**config.mk**
```make
export PLATFORM = sky130hd
export DESIGN_NAME = insn_exec
export DESIGN_NICKNAME = d
export VERILOG_FILES = /design/src/core/unused_placeholder_none.sv /design/src/core/insn_exec_pkg.sv /design/src/core/stack_if.sv /design/src/core/insn_exec.sv /design/src/core/return_stack.sv
export SDC_FILE = /design/constraint.sdc
export NUM_CORES = 1
export LEC_CHECK = 0
export BUFFER_PORTS_ARGS = -buffer_cell sky130_fd_sc_hd__clkbuf_2
export CAP_MARGIN = 20
export CORE_ASPECT_RATIO = 1.5
export CORE_MARGIN = 3
export CORE_UTILIZATION = 55
export CTS_BUF_LIST = sky130_fd_sc_hd__clkbuf_16
export DETAILED_ROUTE_END_ITERATION = 16
export HOLD_SLACK_MARGIN = 0.05
export PLACE_DENSITY_LB_ADDON = 0.2
export SYNTH_ARGS = -nofsm -noshare
export SYNTH_HDL_FRONTEND = slang
export SYNTH_SLANG_ARGS = --single-unit
```
**constraint.sdc**
```tcl
create_clock -name hclk -period 6.9 [get_ports hclk]
set_input_delay 0 -clock hclk [delete_from_list [all_inputs] [get_ports hclk]]
set_output_delay 0 -clock hclk [all_outputs]
set_load 0.01 [all_outputs]
```
**src/core/unused_placeholder_none.sv**
```systemverilog
// intentionally empty file holder
`default_nettype none
`default_nettype wire
```
**src/core/insn_exec_pkg.sv**
```systemverilog
// constants, opcodes and register map of the instruction execution block
`default_nettype none
package insn_exec_pkg;
	localparam int PC_W    = 10;
	localparam int CTX_W   = 21;
	localparam int ENTRY_W = PC_W + CTX_W;
	localparam int STACK_DEPTH = 8;
	localparam int SP_W    = 3;
	localparam int RAM_AW  = 4;

	// register byte offsets and register bit positions
	localparam logic [7:0] REG_INSN = 8'h00;
	localparam logic [7:0] REG_ACC  = 8'h04;
	localparam logic [7:0] REG_PTR  = 8'h08;
	localparam logic [7:0] REG_PORT = 8'h0C;
	localparam logic [7:0] REG_PCSP = 8'h10;
	localparam logic [7:0] REG_MEM  = 8'h14;
	localparam logic [7:0] REG_CALL = 8'h18;
	localparam int IRQ_BIT   = 16;
	localparam int CHAIN_BIT = 19;

	// opcodes, 10-bit words
	localparam logic [9:0] OP_NOP      = 10'h000;
	localparam logic [9:0] OP_PD_DET   = 10'h002;
	localparam logic [9:0] OP_PD_ALL   = 10'h008;
	localparam logic [9:0] OP_PD_EN    = 10'h05B;
	localparam logic [9:0] OP_CY_CLR   = 10'h006;
	localparam logic [9:0] OP_CY_SET   = 10'h007;
	localparam logic [9:0] OP_PD_CLR   = 10'h014;
	localparam logic [9:0] OP_PD_SET   = 10'h015;
	localparam logic [9:0] OP_OR       = 10'h019;
	localparam logic [9:0] OP_ROT      = 10'h01D;
	localparam logic [9:0] OP_SEA1     = 10'h025;
	localparam logic [9:0] OP_SEA2     = 10'h070;
	localparam logic [9:0] OP_SKIP_ACC_EQ_MEM     = 10'h026;
	localparam logic [9:0] OP_RT       = 10'h044;
	localparam logic [9:0] OP_RTS      = 10'h045;
	localparam logic [9:0] OP_RTI      = 10'h046;
	localparam logic [9:0] OP_LZ       = 10'h048;
	localparam logic [9:0] OP_MB_CLR   = 10'h04C;
	localparam logic [9:0] OP_MB_SET   = 10'h05C;
	localparam logic [9:0] OP_KEY      = 10'h21F;
	localparam logic [9:0] OP_P0       = 10'h220;
	localparam logic [9:0] OP_P1       = 10'h221;
	localparam logic [9:0] OP_P2       = 10'h222;
	localparam logic [9:0] OP_P3       = 10'h223;
	localparam logic [9:0] OP_PC_CLR   = 10'h28C;
	localparam logic [9:0] OP_PC_SET   = 10'h28D;

	localparam logic [3:0] PORTD_MAX = 4'h5;
	localparam logic [1:0] PD_RUN = 2'h0;
	localparam logic [1:0] PD_DET = 2'h1;
	localparam logic [1:0] PD_ALL = 2'h2;
	localparam logic [1:0] HRESP_OKAY = 2'h0;

	typedef enum logic [2:0] {
		ST_IDLE  = 3'b001,
		ST_EXEC  = 3'b010,
		ST_EXEC2 = 3'b100
	} exec_state_t;
endpackage : insn_exec_pkg
`default_nettype wire

```
**src/core/stack_if.sv**
```systemverilog
// link between the executor and its return stack
`default_nettype none
interface stack_if #(
	parameter int W   = 31,
	parameter int SPW = 3
);
	logic           push;
	logic           pop;
	logic [W-1:0]   wdata;
	logic [W-1:0]   rdata;
	logic [SPW-1:0] sp;
	modport ctrl  (output push, output pop, output wdata, input rdata, input sp);
	modport store (input push, input pop, input wdata, output rdata, output sp);
endinterface : stack_if
`default_nettype wire

```
**src/core/insn_exec.sv**
```systemverilog
// executor for a subset of a 4-bit core's instructions, fed over ahb-lite
// What this block does
// [RULE_01] load_bank_pointer copies the 2-bit immediate into bank pointer z in one cycle.
// [RULE_02] no_operation only advances the program counter by one and clears the powerdown prefix.
// [RULE_03] out_key_port_bit drives the key port latch with accumulator bit 0.
// [RULE_04] out_port0/1_from_acc write all four accumulator bits to the port latch.
// [RULE_05] out_port2_from_acc writes accumulator bits 1:0 to port 2.
// [RULE_06] out_port3_from_acc writes accumulator bits 1:0 to port 3.
// [RULE_07] or instruction: accumulator becomes accumulator or memory nibble; carry kept.
// [RULE_08] powerdown_detector_on enters retention, detector on, only right after the prefix.
// [RULE_09] powerdown_all_stopped enters retention, all stopped, only right after the prefix.
// [RULE_10] rotate_right_carry: old carry into bit 3, old bit 0 into carry.
// [RULE_11] mem_bit_set and mem_bit_clear force only the selected memory nibble bit.
// [RULE_12] portd set/clear force bit y of port d; y above five does nothing.
// [RULE_13] irq_return pops pc, decrements pointer, restores saved pointer, flags, a and b.
// [RULE_14] skip_acc_eq_imm: two words, skips next when accumulator equals immediate.
// [RULE_15] skip_acc_eq_mem skips next when accumulator equals the memory nibble.
// [RULE_16] sub_return pops pc over two cycles; skipping variant always skips next.
// [RULE_17] carry and port c clear/set force their bit in one cycle.
//
// The register addresses and the AHB-Lite register port were decided locally.
`default_nettype none
module insn_exec #(
	parameter int PC_W   = insn_exec_pkg::PC_W,
	parameter int RAM_AW = insn_exec_pkg::RAM_AW,
	parameter int DEPTH  = insn_exec_pkg::STACK_DEPTH
) (
	// clock and reset
	input  wire logic        hclk,
	input  wire logic        hresetn,
	// ahb-lite slave
	input  wire logic        hsel,
	input  wire logic [31:0] haddr,
	input  wire logic [1:0]  htrans,
	input  wire logic        hwrite,
	input  wire logic [2:0]  hsize,
	input  wire logic [31:0] hwdata,
	input  wire logic        hready,
	output logic      [31:0] hrdata,
	output logic             hreadyout,
	output logic      [1:0]  hresp,
	// port latches
	output logic      [3:0]  port0,
	output logic      [3:0]  port1,
	output logic      [1:0]  port2,
	output logic      [1:0]  port3,
	output logic             key_port,
	output logic             port_c,
	output logic      [5:0]  port_d,
	// power state
	output logic      [1:0]  powerdown
);
	localparam int RAM_N = 1 << RAM_AW;
	typedef logic [insn_exec_pkg::ENTRY_W-1:0] entry_t;

	stack_if #(.W(insn_exec_pkg::ENTRY_W), .SPW(insn_exec_pkg::SP_W)) stk ();

	return_stack #(.W(insn_exec_pkg::ENTRY_W), .DEPTH(DEPTH), .SPW(insn_exec_pkg::SP_W)) u_stack (
		.hclk    (hclk),
		.hresetn (hresetn),
		.s       (stk.store)
	);

	insn_exec_pkg::exec_state_t st, next_st;
	logic [3:0]  a, next_a, b, next_b, x, next_x, y, next_y;
	logic [1:0]  z, next_z;
	logic        cy, next_cy, skip, next_skip, chain, next_chain;
	logic        sea_wait, next_sea_wait, swallow, next_swallow, prefix, next_prefix;
	logic [PC_W-1:0] pc, next_pc;
	logic [9:0]  insn, next_insn;
	logic [3:0]  ram [RAM_N];
	logic [3:0]  next_ram [RAM_N];
	logic [3:0]  next_p0, next_p1;
	logic [1:0]  next_p2, next_p3, next_pd, next_hresp;
	logic        next_k, next_c;
	logic [5:0]  next_d;
	logic [31:0] next_hrdata;
	logic        next_ready;
	logic [7:0]  addr_q, next_addr_q;
	logic        wr_q, next_wr_q;
	logic [RAM_AW-1:0] dp_idx;
	logic [3:0]  mem_dp;
	logic        live;
	logic [9:0]  dp_cat;
	entry_t      top;

	// ram index from the data pointer; narrow ram sees the low bits
	assign dp_cat = {z, x, y};
	assign dp_idx = dp_cat[RAM_AW-1:0];
	assign mem_dp = ram[dp_idx];
	assign top    = stk.rdata;
	// an instruction that really runs: not skipped, not a second word, not powered down
	assign live   = (st == insn_exec_pkg::ST_EXEC) && (powerdown == insn_exec_pkg::PD_RUN)
		&& !skip && !sea_wait;

	// next state of bus slave, executor and latches
	always_comb
	begin
		next_st = st;       next_a = a;         next_b = b;         next_x = x;
		next_y = y;         next_z = z;         next_cy = cy;       next_skip = skip;
		next_chain = chain; next_sea_wait = sea_wait;               next_swallow = swallow;
		next_prefix = prefix;                   next_pc = pc;       next_insn = insn;
		next_ram = ram;     next_p0 = port0;    next_p1 = port1;    next_p2 = port2;
		next_p3 = port3;    next_k = key_port;  next_c = port_c;    next_d = port_d;
		next_pd = powerdown;                    next_hrdata = hrdata;
		next_addr_q = addr_q;                   next_wr_q = 1'b0;
		next_hresp = insn_exec_pkg::HRESP_OKAY;
		stk.push = 1'b0;
		stk.pop = 1'b0;
		stk.wdata = '0;
		// address phase: only taken while idle, so hrdata is a snapshot of settled state
		if (hsel && htrans[1] && hready)
		begin
			next_addr_q = haddr[7:0];
			next_wr_q   = hwrite;
			next_hrdata = '0;
			unique case (haddr[7:0])
				insn_exec_pkg::REG_INSN: next_hrdata[9:0] = insn;
				insn_exec_pkg::REG_ACC:  next_hrdata[8:0] = {cy, b, a};
				insn_exec_pkg::REG_PTR:  next_hrdata[9:0] = {z, x, y};
				insn_exec_pkg::REG_PORT: next_hrdata[21:0] = {powerdown, port_d, port_c,
					key_port, port3, port2, port1, port0};
				insn_exec_pkg::REG_PCSP: next_hrdata = {12'h000, chain, prefix, sea_wait,
					skip, 1'b0, stk.sp, {(12-PC_W){1'b0}}, pc};
				insn_exec_pkg::REG_MEM:  next_hrdata[3:0] = mem_dp;
				default:                 next_hrdata = '0;
			endcase
		end
		// data phase of a write
		if (wr_q)
		begin
			unique case (addr_q)
				insn_exec_pkg::REG_INSN:
				begin
					next_insn = hwdata[9:0];
					next_st   = insn_exec_pkg::ST_EXEC;
				end
				insn_exec_pkg::REG_ACC:
				begin
					next_a  = hwdata[3:0];
					next_b  = hwdata[7:4];
					next_cy = hwdata[8];
				end
				insn_exec_pkg::REG_PTR:
				begin
					next_y = hwdata[3:0];
					next_x = hwdata[7:4];
					next_z = hwdata[9:8];
				end
				insn_exec_pkg::REG_PORT: next_pd = insn_exec_pkg::PD_RUN;
				insn_exec_pkg::REG_PCSP:
				begin
					next_pc    = hwdata[PC_W-1:0];
					next_chain = hwdata[insn_exec_pkg::CHAIN_BIT];
				end
				insn_exec_pkg::REG_MEM: next_ram[dp_idx] = hwdata[3:0];
				insn_exec_pkg::REG_CALL:
				begin
					// interrupt entry also saves the context for irq_return
					stk.push  = 1'b1;
					stk.wdata = {pc, 21'h00_0000};
					if (hwdata[insn_exec_pkg::IRQ_BIT])
						stk.wdata = {pc, x, y, z, cy, skip, chain, a, b};
					next_pc   = hwdata[PC_W-1:0];
					next_skip = 1'b0;
				end
				default: ;
			endcase
		end
		// execute
		unique case (st)
			insn_exec_pkg::ST_IDLE: ;
			insn_exec_pkg::ST_EXEC:
			begin
				next_st = insn_exec_pkg::ST_IDLE;
				if (powerdown == insn_exec_pkg::PD_RUN)
				begin
					next_pc = pc + 1'b1;
					next_prefix = 1'b0;
				end
				if (powerdown != insn_exec_pkg::PD_RUN)
					next_pc = pc;
				else if (sea_wait)
				begin
					next_sea_wait = 1'b0;
					next_swallow  = 1'b0;
					if (!swallow && a == insn[3:0])
						next_skip = 1'b1; // RULE_14
				end
				else if (skip)
				begin
					// a skipped two-word compare also eats its second word
					next_skip = 1'b0;
					if (insn == insn_exec_pkg::OP_SEA1)
					begin
						next_sea_wait = 1'b1;
						next_swallow  = 1'b1;
					end
				end
				else if (insn[9:2] == insn_exec_pkg::OP_LZ[9:2])
					next_z = insn[1:0]; // RULE_01
				else if (insn[9:2] == insn_exec_pkg::OP_MB_CLR[9:2])
					next_ram[dp_idx][insn[1:0]] = 1'b0; // RULE_11
				else if (insn[9:2] == insn_exec_pkg::OP_MB_SET[9:2])
					next_ram[dp_idx][insn[1:0]] = 1'b1; // RULE_11
				else
				begin
					case (insn)
						insn_exec_pkg::OP_NOP: ; // RULE_02
						insn_exec_pkg::OP_KEY: next_k = a[0]; // RULE_03
						insn_exec_pkg::OP_P0: next_p0 = a; // RULE_04
						insn_exec_pkg::OP_P1: next_p1 = a; // RULE_04
						insn_exec_pkg::OP_P2: next_p2 = a[1:0]; // RULE_05
						insn_exec_pkg::OP_P3: next_p3 = a[1:0]; // RULE_06
						insn_exec_pkg::OP_OR: next_a = a | mem_dp; // RULE_07
						insn_exec_pkg::OP_PD_EN: next_prefix = 1'b1;
						insn_exec_pkg::OP_PD_DET:
							if (prefix)
								next_pd = insn_exec_pkg::PD_DET; // RULE_08
						insn_exec_pkg::OP_PD_ALL:
							if (prefix)
								next_pd = insn_exec_pkg::PD_ALL; // RULE_09
						insn_exec_pkg::OP_ROT:
						begin
							next_a  = {cy, a[3:1]}; // RULE_10
							next_cy = a[0];
						end
						insn_exec_pkg::OP_CY_CLR: next_cy = 1'b0; // RULE_17
						insn_exec_pkg::OP_CY_SET: next_cy = 1'b1; // RULE_17
						insn_exec_pkg::OP_PC_CLR: next_c = 1'b0; // RULE_17
						insn_exec_pkg::OP_PC_SET: next_c = 1'b1; // RULE_17
						insn_exec_pkg::OP_PD_CLR:
							if (y <= insn_exec_pkg::PORTD_MAX)
								next_d[y[2:0]] = 1'b0; // RULE_12
						insn_exec_pkg::OP_PD_SET:
							if (y <= insn_exec_pkg::PORTD_MAX)
								next_d[y[2:0]] = 1'b1; // RULE_12
						insn_exec_pkg::OP_SEA1: next_sea_wait = 1'b1; // RULE_14
						insn_exec_pkg::OP_SKIP_ACC_EQ_MEM:
							if (a == mem_dp)
								next_skip = 1'b1; // RULE_15
						insn_exec_pkg::OP_RT, insn_exec_pkg::OP_RTS:
						begin
							stk.pop   = 1'b1; // RULE_16
							next_pc   = top[insn_exec_pkg::ENTRY_W-1 -: PC_W];
							next_skip = (insn == insn_exec_pkg::OP_RTS);
							next_st   = insn_exec_pkg::ST_EXEC2;
						end
						insn_exec_pkg::OP_RTI:
						begin
							stk.pop = 1'b1; // RULE_13
							next_pc = top[insn_exec_pkg::ENTRY_W-1 -: PC_W];
							{next_x, next_y, next_z, next_cy, next_skip, next_chain,
								next_a, next_b} = top[insn_exec_pkg::CTX_W-1:0];
						end
						default: ; // unknown words act as no-operation
					endcase
				end
			end
			insn_exec_pkg::ST_EXEC2: next_st = insn_exec_pkg::ST_IDLE; // RULE_16
		endcase
		// bus waits while an instruction runs, so no access races it
		next_ready = (next_st == insn_exec_pkg::ST_IDLE);
	end

	// registers only
	always_ff @(posedge hclk or negedge hresetn)
	begin
		if (!hresetn)
		begin
			st <= insn_exec_pkg::ST_IDLE;
			a <= '0;   b <= '0;   x <= '0;   y <= '0;   z <= '0;
			cy <= 1'b0;   skip <= 1'b0;   chain <= 1'b0;
			sea_wait <= 1'b0;   swallow <= 1'b0;   prefix <= 1'b0;
			pc <= '0;   insn <= '0;
			for (int i = 0; i < RAM_N; i++)
				ram[i] <= '0;
			port0 <= '0;   port1 <= '0;   port2 <= '0;   port3 <= '0;
			key_port <= 1'b0;   port_c <= 1'b0;   port_d <= '0;
			powerdown <= insn_exec_pkg::PD_RUN;
			hrdata <= '0;   hreadyout <= 1'b1;   hresp <= insn_exec_pkg::HRESP_OKAY;
			addr_q <= '0;   wr_q <= 1'b0;
		end
		else
		begin
			st <= next_st;
			a <= next_a;   b <= next_b;   x <= next_x;   y <= next_y;   z <= next_z;
			cy <= next_cy;   skip <= next_skip;   chain <= next_chain;
			sea_wait <= next_sea_wait;   swallow <= next_swallow;   prefix <= next_prefix;
			pc <= next_pc;   insn <= next_insn;   ram <= next_ram;
			port0 <= next_p0;   port1 <= next_p1;   port2 <= next_p2;   port3 <= next_p3;
			key_port <= next_k;   port_c <= next_c;   port_d <= next_d;
			powerdown <= next_pd;
			hrdata <= next_hrdata;   hreadyout <= next_ready;   hresp <= next_hresp;
			addr_q <= next_addr_q;   wr_q <= next_wr_q;
		end
	end

	// checks
	property p_lz;
		@(posedge hclk) disable iff (!hresetn)
		live && insn[9:2] == insn_exec_pkg::OP_LZ[9:2] |=> z == $past(insn[1:0]);
	endproperty
	a_lz: assert property (p_lz) else $error("bank pointer not loaded"); // RULE_01

	property p_nop;
		@(posedge hclk) disable iff (!hresetn)
		live && insn == insn_exec_pkg::OP_NOP |=> pc == $past(pc) + 1'b1 && $stable(a)
			&& $stable(cy) && $stable(port0) && $stable(port_d);
	endproperty
	a_nop: assert property (p_nop) else $error("no-operation changed state"); // RULE_02

	property p_port0;
		@(posedge hclk) disable iff (!hresetn)
		live && insn == insn_exec_pkg::OP_P0 |=> port0 == $past(a);
	endproperty
	a_port0: assert property (p_port0) else $error("port 0 latch wrong"); // RULE_04

	property p_or;
		@(posedge hclk) disable iff (!hresetn)
		live && insn == insn_exec_pkg::OP_OR |=> a == ($past(a) | $past(mem_dp)) && $stable(cy);
	endproperty
	a_or: assert property (p_or) else $error("or result wrong"); // RULE_07

	property p_pd_noprefix;
		@(posedge hclk) disable iff (!hresetn)
		live && !prefix && (insn == insn_exec_pkg::OP_PD_DET || insn == insn_exec_pkg::OP_PD_ALL)
			|=> powerdown == insn_exec_pkg::PD_RUN;
	endproperty
	a_pd_noprefix: assert property (p_pd_noprefix) else $error("powerdown without prefix"); // RULE_08

	property p_rot;
		@(posedge hclk) disable iff (!hresetn)
		live && insn == insn_exec_pkg::OP_ROT |=> cy == $past(a[0])
			&& a == {$past(cy), $past(a[3:1])};
	endproperty
	a_rot: assert property (p_rot) else $error("rotate wrong"); // RULE_10

	property p_portd_range;
		@(posedge hclk) disable iff (!hresetn)
		live && y > insn_exec_pkg::PORTD_MAX
			&& (insn == insn_exec_pkg::OP_PD_SET || insn == insn_exec_pkg::OP_PD_CLR)
			|=> $stable(port_d);
	endproperty
	a_portd_range: assert property (p_portd_range) else $error("port d changed"); // RULE_12

	property p_sea;
		@(posedge hclk) disable iff (!hresetn)
		st == insn_exec_pkg::ST_EXEC && powerdown == insn_exec_pkg::PD_RUN && sea_wait
			&& !swallow && a == insn[3:0] |=> skip;
	endproperty
	a_sea: assert property (p_sea) else $error("compare did not skip"); // RULE_14

	property p_ret_two;
		@(posedge hclk) disable iff (!hresetn)
		live && (insn == insn_exec_pkg::OP_RT || insn == insn_exec_pkg::OP_RTS)
			|-> !hreadyout ##1 !hreadyout ##1 hreadyout;
	endproperty
	a_ret_two: assert property (p_ret_two) else $error("return not two cycles"); // RULE_16
endmodule : insn_exec
`default_nettype wire

```
**src/core/return_stack.sv**
```systemverilog
// return stack of flip-flops indexed by the stack pointer
`default_nettype none
module return_stack #(
	parameter int W     = 31,
	parameter int DEPTH = 8,
	parameter int SPW   = 3
) (
	// clock and reset
	input  wire logic hclk,
	input  wire logic hresetn,
	// stack port
	stack_if.store    s
);
	logic [W-1:0]   mem      [DEPTH];
	logic [W-1:0]   next_mem [DEPTH];
	logic [SPW-1:0] sp;
	logic [SPW-1:0] next_sp;

	// stack pointer names the top entry; push pre-increments
	always_comb
	begin
		next_mem = mem;
		next_sp  = sp;
		if (s.push)
		begin
			next_sp = sp + 1'b1;
			next_mem[next_sp] = s.wdata;
		end
		else if (s.pop)
			next_sp = sp - 1'b1;
	end

	always_ff @(posedge hclk or negedge hresetn)
	begin
		if (!hresetn)
		begin
			sp <= '1;
			for (int i = 0; i < DEPTH; i++)
				mem[i] <= '0;
		end
		else
		begin
			sp  <= next_sp;
			mem <= next_mem;
		end
	end

	assign s.rdata = mem[sp];
	assign s.sp    = sp;
endmodule : return_stack
`default_nettype wire

```
* Yosys cells after proc, flatten, opt, wreduce, memory -nomap -nowiden
Index checks and enable logic that the tools add are counted.
Cells by class: equal/unequal tests 43, multiplexer cells 183, reductions and logical operators 30, bitwise gates (word level) 16, $lt $le $gt $ge 10, add/sub/neg operators 3
Operators with widths (count):
- 2-to-1 mux 64 bit | 9
- bitwise mux 248 bit | 1
- 2-to-1 mux 4 bit | 43
- 2-to-1 mux 31 bit | 5
- 2-to-1 mux 10 bit | 11
- binary-select mux 31 bit (select 3 bit) | 1
- demux 31 bit (select 3 bit) | 1
- == test 10 bit, second input constant | 7
- bitwise AND 64 bit | 1
- bitwise mux 64 bit | 1
- == test 8 x 5 -> 1 bit, second input constant | 8
- NOT 64 bit | 1
- bitwise OR 64 bit | 1
- 2-to-1 mux 1 bit | 60
- AND reduction 8 bit | 6
- 2-to-1 mux 2 bit | 21
- == test 10 x 5 -> 1 bit, second input constant | 4
- == test 10 x 7 -> 1 bit, second input constant | 4
- 2-to-1 mux 3 bit | 11
- demux 4 bit (select 4 bit) | 2
- == test 8 x 4 -> 1 bit, second input constant | 4
- one-hot mux 5 bit (5 select lines) | 1
- one-hot mux 12 bit (2 select lines) | 1
- one-hot mux 4 bit (6 select lines) | 1
- 51 further kinds | 80
Word-level totals: logic and storage cells 336, bits in registers 416, bits of input ports 74, output and inout bits 57

* Depth between registers and ports, before layout
Gate-level depths: netlist of the first run.
depth after elaboration 16, mapped depth 12, mapped depth without buffers 10

* Cells and area by module
Synthesis of the first run repeated with hierarchy kept, for this count alone.
Unflattened totals: cell total of the unflattened synthesis 1754, area total of the unflattened synthesis 21140.3 um2
By module, submodules not included:
- return_stack | times used 1, cells each 729, area an instance 11214.5 um2
- insn_exec | times used 1, cells each 1025, area an instance 9925.8 um2

* Least setup slack after synthesis of the first run
Ideal clock, no wire load.
kind reg2reg, start point register u_stack.sp[0] (netlist: u_stack.s.sp[0]), end point register u_stack.mem[148] (netlist name), setup time 0.125 ns, slack 3.799 ns, cell stages (with the launch flop) 11, arrival time 2.976 ns, cell sequence dfstp_2 buf_2 buf_2 buf_2 inv_1 ha_1 nand4_1 nand2b_1 clkbuf_1 buf_1 mux2_2
Between the ends: cells in the longest elaborated chain, start to end 7, elaborated cells on any way between the ends 8
Ends and longest elaborated chain:
- start: declaration | RTL line return_stack.sv:16 | logic [SPW-1:0] sp;
- start signal: assignment | RTL line return_stack.sv:43 | sp <= next_sp;
- adder 3 x 1 -> 3 bit * | RTL line return_stack.sv:26 | next_sp = sp + 1'b1;
- NOT 3 -> 4 bit (not written as such) * | RTL line return_stack.sv:27 | next_mem[next_sp] = s.wdata;
- greater-or-equal comparator 4 bit (not written as such) / less-than comparator 4 x 1 -> 1 bit (equally long branches) | RTL line return_stack.sv:27
- logical AND 1 bit (not written as such) | RTL line return_stack.sv:27
- 2-to-1 mux 31 bit (not written as such) | RTL line return_stack.sv:27
- demux 31 bit (select 3 bit) * | RTL line return_stack.sv:27
- bitwise mux 248 bit * | RTL line return_stack.sv:27
- end signal: assignment | RTL line return_stack.sv:44 | mem <= next_mem;
- end: declaration | RTL line return_stack.sv:14 | logic [W-1:0] mem [DEPTH];
Mark *: on every way between the ends. The rest lies on a longest branch, timed or not. A chain may end at the register's enable or synchronous reset.

* Worst setup path after layout of the first run
start point register u_stack.sp[1] (netlist: u_stack.s.sp[1]), end point register u_stack.mem[56] (netlist name)
Same word-level chain as after synthesis.

==> parameters.txt, run 1 <==
Parameter                              Value

Setup path
  Cell chain of the critical path    buf_4 > inv_1 > ha_1 > nand4_1 > or2_2 > buf_4 > mux2_2
  Required time of the worst setup path    7.33 ns
  Cell occurring most often along the worst timing path    buf_4
  Critical path startpoint category    flop
  Number of buffer and inverter instances along the worst setup path    3
  Crit path capture type    flop
  Worst Path Arrival    4.02 ns
  CP max-delay cell    dfstp_2
  CP max stage delay    0.84 ns
  Setup CP Type    reg -> reg
  Largest delay share family, worst path    buffers and inverters
  Top fanout value on the critical path    53

Detailed routing
  Via-per-instance ratio    6.22
  DRT Pass-1 Iters    6
  Antenna Violating Nets Remaining    0
  Number of design rule violations left after detail routing    0
  Vias after detailed routing    14.5k
  Per-cell routed wire length    23.1 um
  Total length of routed wires    53800 um
  Detailed Route Iter0 Violations    1380

Floorplanning
  Core Rows    85
  Width of the chip    162 um
  Starting density of the core    0.558
  Die height    240 um
  I/O pins    131
  Total Die Area    0.0389 mm2
  Core area    0.0359 mm2

Clocking
  Clock buffer depth    3
  Clock buffers created by TritonCTS    39
  H-tree lvl count    2
  Clock-pin slew on the worst setup and hold paths    0.06 ns
  Total number of clock tree sinks    416
  Insertion delay of the later-clocked pin in the worst-skew pair    0.55 ns
  CTS tree    built
  Number of hold-repair buffers added at the cts stage    31
  Clock root cell    clkbuf_16
  Post-cts sizing count    0
  Setup Fix Bufs, Post-CTS    0

Logic synthesis
  Number of distinct standard cells referenced by the synthesized netlist    77
  Async set-or-reset flop fraction in the synthesized netlist    1.00
  Prevailing post-synth register cell    dfrtp_1
  Number of enable-type register cells in the synthesized netlist    0
  Post-synthesis average cell area    11.2 um2
  Warnings, synthesis    0
  Post-Syn Area    0.0201 mm2
  Number of instances in the synthesized netlist    1791
  Sequential element share of the synthesized area    0.519
  Number of register bits inferred by synthesis    416

GRT
  Global-route congestion overflow total    0
  First-pass GRT wire length    85000 um
  Largest net degree at the start of global routing    131
  Vias in the first global route    14.8k
  GR Util All Layers    0.282
  Number of antenna violations at the first check in global routing    1

Placement
  Final RePlAce weighted congestion    0.938
  Pre-CTS worst setup slack    3.19 ns
  Number of buffer cells added on primary ports    70
  Detail Placement HPWL    34200 um

STA
  Fin Clk Skew    0.0148 ns
  Count of final setup violators    0
  Fin worst setup slack    3.31 ns
  Final hold viol count    0
  Worst hold slack    0.160 ns
  Max transition margin    0.268
  Max-slew violation count    0
  Post-layout minimum cycle time    3.59 ns
  Final period util    0.520
  Final-layout setup total negative slack    0 ns
  Highest clock rate    279 MHz
  Tightest Pin Transition    1.09 ns
  Setup repair after global routing missed its margin    no

Layout
  Final core utilization    0.618
  Antenna diodes    0
  Reg area    0.0104 mm2
  Area growth from synthesis to layout    10.8%
  Final #Nets    1903
  Layout cells sized above 1    0.210
  Combined area of the multi-input logic cells    0.00896 mm2
  Layout filler cell count    2940

Job
  Max cap viols    0

Min path
  Worst Hold Class    in -> async

Power
  Power density normalized to cell area    244 mW/mm2
  Maximum ir drop on the vdd rail    0.181 mV
  Leak Pwr    9.49 nW

Status
  Result of the run    completed
## synthesized netlist by cell type (10+ instances only)
cell	count	share of area
nand3_1	33	0.0082
nand2b_1	13	0.0041
a221oi_1	16	0.0070
nor2_1	65	0.012
a32oi_1	11	0.0048
mux2_2	114	0.064
a22oi_1	11	0.0041
xnor2_1	10	0.0044
nor3_1	18	0.0045
clkbuf_1	98	0.018
inv_1	17	0.0032
mux2i_1	78	0.039
and3_1	16	0.0050
mux4_2	78	0.088
buf_2	28	0.0070
buf_4	16	0.0060
nor2b_1	10	0.0031
dfrtp_1	411	0.51
o21ai_0	193	0.048
a21oi_1	123	0.031
nand2_1	272	0.051
## worst register-to-register path: stages (launching register included)
cell and delay, ns:
dfstp_2 0.84, buf_4 0.72, inv_1 0.16, ha_1 0.41, nand4_1 0.22, or2_2 0.38
buf_4 0.33, mux2_2 0.41
## layout make-up
cell class,count,area share
repair buffers,130,0.0431
clock buffers,39,0.0439
well taps,478,0.0269
flip-flops and latches,416,0.469
multi-input cells,1218,0.403
inverters,17,0.00287
clock inverters,32,0.0115
## per-layer routing
layer,GRT usage,wire (um),up-vias
met5,0,12,-
met4,0.125,2590,2
met3,0.0414,2840,139
met2,0.490,27500,458
met1,0.351,20900,7366
li1,-,-,6532
## through the flow
stage | power (mW) | area (um2) | std cells
final | 5.42 | 22200 | 2330
after CTS | 5.45 | 22100 | 2326
after detailed placement | 3.32 | 20600 | 2224
after floorplan | 3.07 | 20100 | 1802
after global routing | 5.63 | 22200 | 2330
after global placement | 3.30 | 20600 | 2224
## flip-flops by register name, summed over array words and instances (netlist names), 4 cells and up, named ones only
register and count:
port1 4, ram 64, hrdata 22, b 4
a 4, u_stack.mem 248, pc 10, port0 4
addr_q 8, x 4, dp_idx 4, insn 10
## final timing paths
check | startpoint | to | slack [ns] | cells past startpoint
max reg2reg | u_stack.s.sp[1] | u_stack.mem[56] | 3.31 | 7
min reg2reg | hrdata[20] | hrdata[20] | 0.46 | 2
min in group hclk | hwrite | wr_q | 0.22 | 3
max in group asynchronous | hresetn | u_stack.s.sp[2] | 5.44 | 4
min | hresetn | addr_q[5] | 0.16 | 2
max | u_stack.s.sp[1] | u_stack.mem[56] | 3.31 | 7
## power breakdown
group,switching [mW],internal (mW),leakage [nW]
Sequential,0.241,2.53,4.51
Clock,0.938,1.18,0.639
Combinational,0.308,0.225,4.34
## kinds of logic after synthesis
kind of cell	Yosys count	synth area share
AOI/OAI and AO/OA	405	0.119
xor gates and xnor gates	16	0.00698
other	1	0.000187
buffers and inverters	168	0.0377
and+or+nand+nor	508	0.122
adders and majority gates	7	0.00437
muxes	270	0.190
DFF	416	0.519
## layout by cell type (no fill, tap or decap), drive strengths merged, types with 5 or more instances in the layout
cell type      n
o21ai        194
or3            9
nand3         34
or2            5
a22oi         11
a221oi        16
nand4         10
and3          17
nor4b          9
mux4          78
nor3b          6
a221o          9
dlygate4sd3   31
dfrtp        411
ha             7
nor2b         10
xor2           6
mux2         114
and4           5
nand3b         6
clkbuf       108
nor2          66
conb          12
nand2        272
o2bb2ai        5
dfstp          5
mux2i         78
a32oi         11
nand2b        13
o31ai          5
nor4           8
inv           30
a21oi        124
xnor2         10
nor3          25
buf           30
clkinv        13
(Power assumes the default switching activity.)
==> run 2: changes to the inputs <==
==> constraint.sdc (replaced) <==
create_clock -name hclk -period 3 [get_ports hclk]
set_input_delay 0 -clock hclk [delete_from_list [all_inputs] [get_ports hclk]]
set_output_delay 0 -clock hclk [all_outputs]
set_load 0.01 [all_outputs]
==> run 2 against run 1 <==
  * Hold slack got worse by 0.039 ns
  * Clock skew barely moved
  * Combinational power rose to 2.6 times the previous value
  * Total power rose by 140%
  * Cell count rose by 2.1%
  * Design area rose by 2.8%
  * Global-route usage rose by 1.2 points
  * Utilization rose by 1.7 points
  * Via count rose by 1.7%
  * Largest cell class unchanged
  * Highest routed layer is now met4
==> parameters.txt, run 2 (synthesized netlist as in run 1, its figures left out) <==
Parameter                              Value

Status
  Result of the run    completed

STA
  Fin worst setup slack    0.169 ns
  Max-slew violation count    0
  Fin Clk Skew    0.0146 ns
  Final hold viol count    0
  Tightest Pin Transition    0.965 ns
  Max transition margin    0.353
  Count of final setup violators    0
  Final-layout setup total negative slack    0 ns
  Final period util    0.944
  Post-layout minimum cycle time    2.83 ns
  Highest clock rate    353 MHz

Layout
  Area growth from synthesis to layout    13.9%
  Final #Nets    1951
  Max FFs per register    248
  Registers with the most flip-flops    u_stack.mem x248, ram x64, hrdata x22
  Antenna diodes    0
  Register name with the most flops    u_stack.mem
  Most frequent cells in the layout    dfrtp_1, nand2_1, o21ai_0
  Number of standard cells in the layout, taps in and fillers out    2379
  Layout cells sized above 1    0.237
  Most common library cell in the layout ignoring fill and taps    dfrtp_1

Setup path
  Cell count of the worst reg-to-reg path    11
  Setup CP Type    reg -> reg
  Critical path startpoint category    flop
  Largest delay share family, worst path    compound AO/OA/AOI/OAI gates
  CP max stage delay    0.50 ns
  Top fanout value on the critical path    9
  Required time of the worst setup path    3.47 ns
  Reg2Reg Setup Slack    0.17 ns
  Cell chain of the critical path    buf_12 > mux4_2 > a22o_1 > a221o_1 > inv_1 > ha_1 > nor4_2 > nand3_1 > nor2_1 > a41oi_1 > o221ai_1
  Critical R2R Launch    dp_idx[0]
  Number of gates on the worst path with buffers counted    11
  Worst Path Arrival    3.30 ns
  Crit path capture type    flop
  Number of buffer and inverter instances along the worst setup path    2
  CP max-delay cell    mux4_2
  Reg-to-reg critical path endpoint    skip

GRT
  Number of antenna violations at the first check in global routing    0
  First-pass GRT wire length    88000 um
  GR Util All Layers    0.294
  Vias in the first global route    15.2k
  Largest net degree at the start of global routing    100
  Global-route congestion overflow total    0

Clocking
  Clock buffer depth    3
  Clock buffers created by TritonCTS    41
  Total number of clock tree sinks    416
  Clock-pin slew on the worst setup and hold paths    0.07 ns
  H-tree lvl count    2
  Clock root cell    clkbuf_16
  CTS tree    built
  Insertion delay of the later-clocked pin in the worst-skew pair    0.55 ns

Placement
  Post-Place Cells    2277
  Final RePlAce weighted congestion    0.939
  Detail Placement HPWL    37700 um
  Number of buffer cells added on primary ports    70
  Pre-CTS worst setup slack    0.0984 ns

Detailed routing
  DRT Pass-1 Iters    5
  Antenna Violating Nets Remaining    0
  Vias after detailed routing    14.8k
  Via-per-instance ratio    6.20
  Detailed Route Iter0 Violations    1182
  Total length of routed wires    56300 um
  Per-cell routed wire length    23.7 um
  Number of design rule violations left after detail routing    0

Floorplanning
  Core Rows    85
  Width of the chip    162 um
  I/O pins    131
  Total Die Area    0.0389 mm2
  Core area    0.0359 mm2
  Starting density of the core    0.558
  Die height    240 um

Power
  Maximum ir drop on the vdd rail    0.471 mV
  Leak Pwr    9.83 nW
  Power density normalized to cell area    570 mW/mm2

Min path
  Worst Hold Class    in -> async

Job
  Max cap viols    0
==> run 2: timing repair <==
item	in CTS	in global routing
hold buffers	23	0
setup buffers	0	4
hold endpoints to repair	149	0
setup endpoints to repair	0	1
gates resized for setup	0	3
==> run 2: how the worst max path moves through the flow <==
stage,start,to,slack [ns]
2_1_floorplan,u_stack.s.sp[0],u_stack.mem[54],0.08
3_3_place_gp,dp_idx[0],skip,0.14
3_5_place_dp,dp_idx[0],skip,0.1
4_1_cts,dp_idx[0],skip,0.08
5_1_grt,dp_idx[0],skip,-0.003
6_report,dp_idx[0],skip,0.17
==> run 2: layout make-up <==
class / instances / area, um2
Clock buffer: 42 / 1050
Multi-Input combinational cell: 1218 / 8950
Tap cell: 478 / 598
Clock inverter: 32 / 332
Inverter: 17 / 63.8
Timing Repair Buffer: 176 / 1420
Fill cell: 2827 / 13100
Sequential cell: 416 / 10400
==> run 2: where the power goes <==
group	internal, mW	total [mW]	switching [mW]
registers	5.82	6.33	0.515
logic	0.577	1.36	0.787
clock network	3.14	5.32	2.17
==> run 2: worst reg2reg max path, delay by kind of cell, from the launching register on <==
family	cells	cell delay, ns
multiplexers	1	0.50
adder cells (fa/ha/maj)	1	0.23
AND/OR/NAND/NOR	3	0.51
AO/OA/AOI/OAI	4	0.82
buffers and inverters	2	0.23
flip-flops	1	0.44
==> run 2: metal layers <==
layer / GRT usage / share of wire / up-vias
li1: - / - / 6621
met5: 0 / 0 / -
met1: 0.362 / 0.39 / 7483
met4: 0.147 / 0.058 / 0
met3: 0.0421 / 0.048 / 168
met2: 0.509 / 0.50 / 478
==> run 2: stage by stage <==
stage	cell area [um2]	hold WS [ns]	util	power, mW
after global placement	21200	0.110	0.588	7.69
after CTS	22800	0.123	0.633	13.1
after detailed placement	21200	0.123	0.588	7.73
after floorplan	20100	-0.296	-	7.07
after global routing	22800	0.182	0.635	13.5
final	22800	0.121	0.635	13.0
==> run 3: changes to the inputs <==
--- a/config.mk
+++ b/config.mk
@@ -5,11 +5,12 @@
 export SDC_FILE = /design/constraint.sdc
 export NUM_CORES = 1
 export LEC_CHECK = 0
+export ABC_AREA = 1
 export BUFFER_PORTS_ARGS = -buffer_cell sky130_fd_sc_hd__clkbuf_2
 export CAP_MARGIN = 20
 export CORE_ASPECT_RATIO = 1.5
 export CORE_MARGIN = 3
-export CORE_UTILIZATION = 55
+export CORE_UTILIZATION = 35
 export CTS_BUF_LIST = sky130_fd_sc_hd__clkbuf_16
 export DETAILED_ROUTE_END_ITERATION = 16
 export HOLD_SLACK_MARGIN = 0.05
==> run 3 against run 2 <==
  * Clock skew grew 0.016 ns
  * Via count up 37%
  * Area after synthesis grew 9.2%
  * Largest cell class unchanged
  * Largest power group unchanged
==> parameters.txt, run 3 <==
Parameter                              Value

STA
  Tightest Pin Transition    0.877 ns
  Setup repair after global routing missed its margin    no
  Final period util    0.883
  Max transition margin    0.412
  Post-layout minimum cycle time    2.65 ns
  Final hold viol count    0
  Count of final setup violators    0
  Max-slew violation count    0
  Highest clock rate    377 MHz
  Worst hold slack    0.107 ns
  Final-layout setup total negative slack    0 ns
  Fin Clk Skew    0.0309 ns

Logic synthesis
  Post-synthesis average cell area    7.50 um2
  Warnings, synthesis    0
  Sequential element share of the synthesized area    0.476
  Synth top area cells    dfrtp_1, nand2_1, o21ai_0
  Library cell with the highest instance count after synthesis    nand2_1
  Number of register bits inferred by synthesis    416
  Fraction of post-synthesis cell area in the top cell type by area    0.470
  Prevailing post-synth register cell    dfrtp_1
  Async set-or-reset flop fraction in the synthesized netlist    1.00
  Post-Syn Area    0.0219 mm2
  Number of instances in the synthesized netlist    2919
  Most area-hungry cell type in the Yosys netlist    dfrtp_1
  Number of enable-type register cells in the synthesized netlist    0
  Number of distinct standard cells referenced by the synthesized netlist    46
  Most frequent cells after synthesis    nand2_1, dfrtp_1, o21ai_0, nor2_1, o21ai_1

GRT
  Vias in the first global route    19.9k
  First-pass GRT wire length    117000 um
  Global-route congestion overflow total    0
  Largest net degree at the start of global routing    127
  GR Util All Layers    0.229
  Number of antenna violations at the first check in global routing    0

Layout
  Antenna diodes    0
  Registers with the most flip-flops    u_stack.mem x248, ram x64, hrdata x22
  Most frequent cells in the layout    nand2_1, dfrtp_1, o21ai_0
  Area growth from synthesis to layout    13.5%
  Final #Nets    3055
  Max FFs per register    248
  Layout cells sized above 1    0.105
  Layout filler cell count    6363
  Register name with the most flops    u_stack.mem
  Most common library cell in the layout ignoring fill and taps    nand2_1

Floorplanning
  Starting density of the core    0.356
  Total Die Area    0.0657 mm2
  Core Rows    111
  Core area    0.0615 mm2
  Die height    312 um
  I/O pins    131
  Width of the chip    210 um

Setup path
  Critical path startpoint category    flop
  Cell count of the worst reg-to-reg path    14
  Setup CP Type    reg -> reg
  Top fanout value on the critical path    43
  Worst Path Arrival    3.15 ns
  Required time of the worst setup path    3.50 ns
  Cell chain of the critical path    buf_12 > o21ai_0 > nand2_1 > nand2_1 > nand2_1 > nand2_1 > nor2_1 > ha_1 > nor4_2 > buf_4 > nand3_1 > o211ai_1 > nand2_1 > nand2_1
  Crit path capture type    flop
  Reg2Reg Setup Slack    0.35 ns
  CP max-delay cell    nor4_2
  Critical R2R Launch    dp_idx[0]
  Largest delay share family, worst path    simple AND/OR/NAND/NOR gates
  CP max stage delay    0.46 ns
  Cell occurring most often along the worst timing path    nand2_1
  Number of buffer and inverter instances along the worst setup path    2
  Reg-to-reg critical path endpoint    skip

Detailed routing
  Per-cell routed wire length    20.0 um
  Total length of routed wires    75900 um
  DRT Pass-1 Iters    5
  Number of design rule violations left after detail routing    0
  Via-per-instance ratio    5.31
  Vias after detailed routing    20.2k
  Detailed Route Iter0 Violations    1634
  Antenna Violating Nets Remaining    0

Placement
  Detail Placement HPWL    51800 um
  Number of buffer cells added on primary ports    70
  Final RePlAce weighted congestion    0.953

Clocking
  Clock-pin slew on the worst setup and hold paths    0.07 ns
  CTS tree    built
  Insertion delay of the later-clocked pin in the worst-skew pair    0.58 ns
  Clock buffers created by TritonCTS    43
  Clock root cell    clkbuf_16
  Clock buffer depth    3
  H-tree lvl count    2
  Total number of clock tree sinks    416

Status
  Result of the run    completed

Job
  Max cap viols    0

Power
  Power density normalized to cell area    587 mW/mm2
  Leak Pwr    12.0 nW
  Maximum ir drop on the vdd rail    0.578 mV

Min path
  Worst Hold Class    in -> async
## run 3: final cells by class
cell class                 count  area (um2)  area share
multi-input combinational   2170       10100       0.405
clock inverter                35         293      0.0118
sequential                   416       10400       0.419
timing repair buffer         166        1310      0.0527
clock buffer                  44        1100      0.0443
tap                          791         990      0.0398
inverter                     177         669      0.0269
## run 3: timing repair
item,CTS,global route
setup buffers,0,0
resized for setup,0,1
hold endpoints to repair,204,0
setup endpoints to repair,0,1
hold buffers,31,0
## run 3: worst max-delay path by stage
stage | from | endpoint | slack (ns) | depth (start not counted)
floorplan | u_stack.s.sp[1] | u_stack.mem[0] | 0.64 | 11
global placement | dp_idx[0] | skip | 0.15 | 14
detailed placement | dp_idx[0] | skip | 0.20 | 14
CTS | dp_idx[0] | skip | 0.17 | 14
global route | dp_idx[0] | skip | 0.14 | 14
finish | dp_idx[0] | skip | 0.35 | 14
## run 3: cells by family after synthesis
logic type               synth area share
buffers and inverters              0.0682
AND/OR/NAND/NOR                     0.296
XOR/XNOR                          0.00240
other                            0.000171
flip-flops                          0.476
adder cells (fa/ha/maj)           0.00400
AO/OA/AOI/OAI                       0.154
## run 3: stage by stage
stage          instance area [um2]  worst slack, ns  cells   util  power (mW)
2_1_floorplan                21900            0.640   2930      -        8.03
3_3_place_gp                 23100            0.152   3689  0.376        9.17
3_5_place_dp                 23100            0.198   3689  0.376        9.19
4_1_cts                      24800            0.166   3799  0.404        14.7
5_1_grt                      24800            0.140   3799  0.404        15.3
6_report                     24800            0.350   3799  0.404        14.6
## run 3: power by group
group | total (mW) | switching, mW | internal (mW)
sequential | 6.28 | 0.374 | 5.90
clock | 5.42 | 2.33 | 3.09
combinational | 2.89 | 2.07 | 0.826
## run 3: routing by layer
layer / wire, um / GRT usage / vias to the layer above
met5: 0 / 0 / -
met4: 3930 / 0.111 / 0
met3: 3670 / 0.0223 / 180
met2: 38200 / 0.404 / 645
met1: 30200 / 0.279 / 9725
li1: - / - / 9606
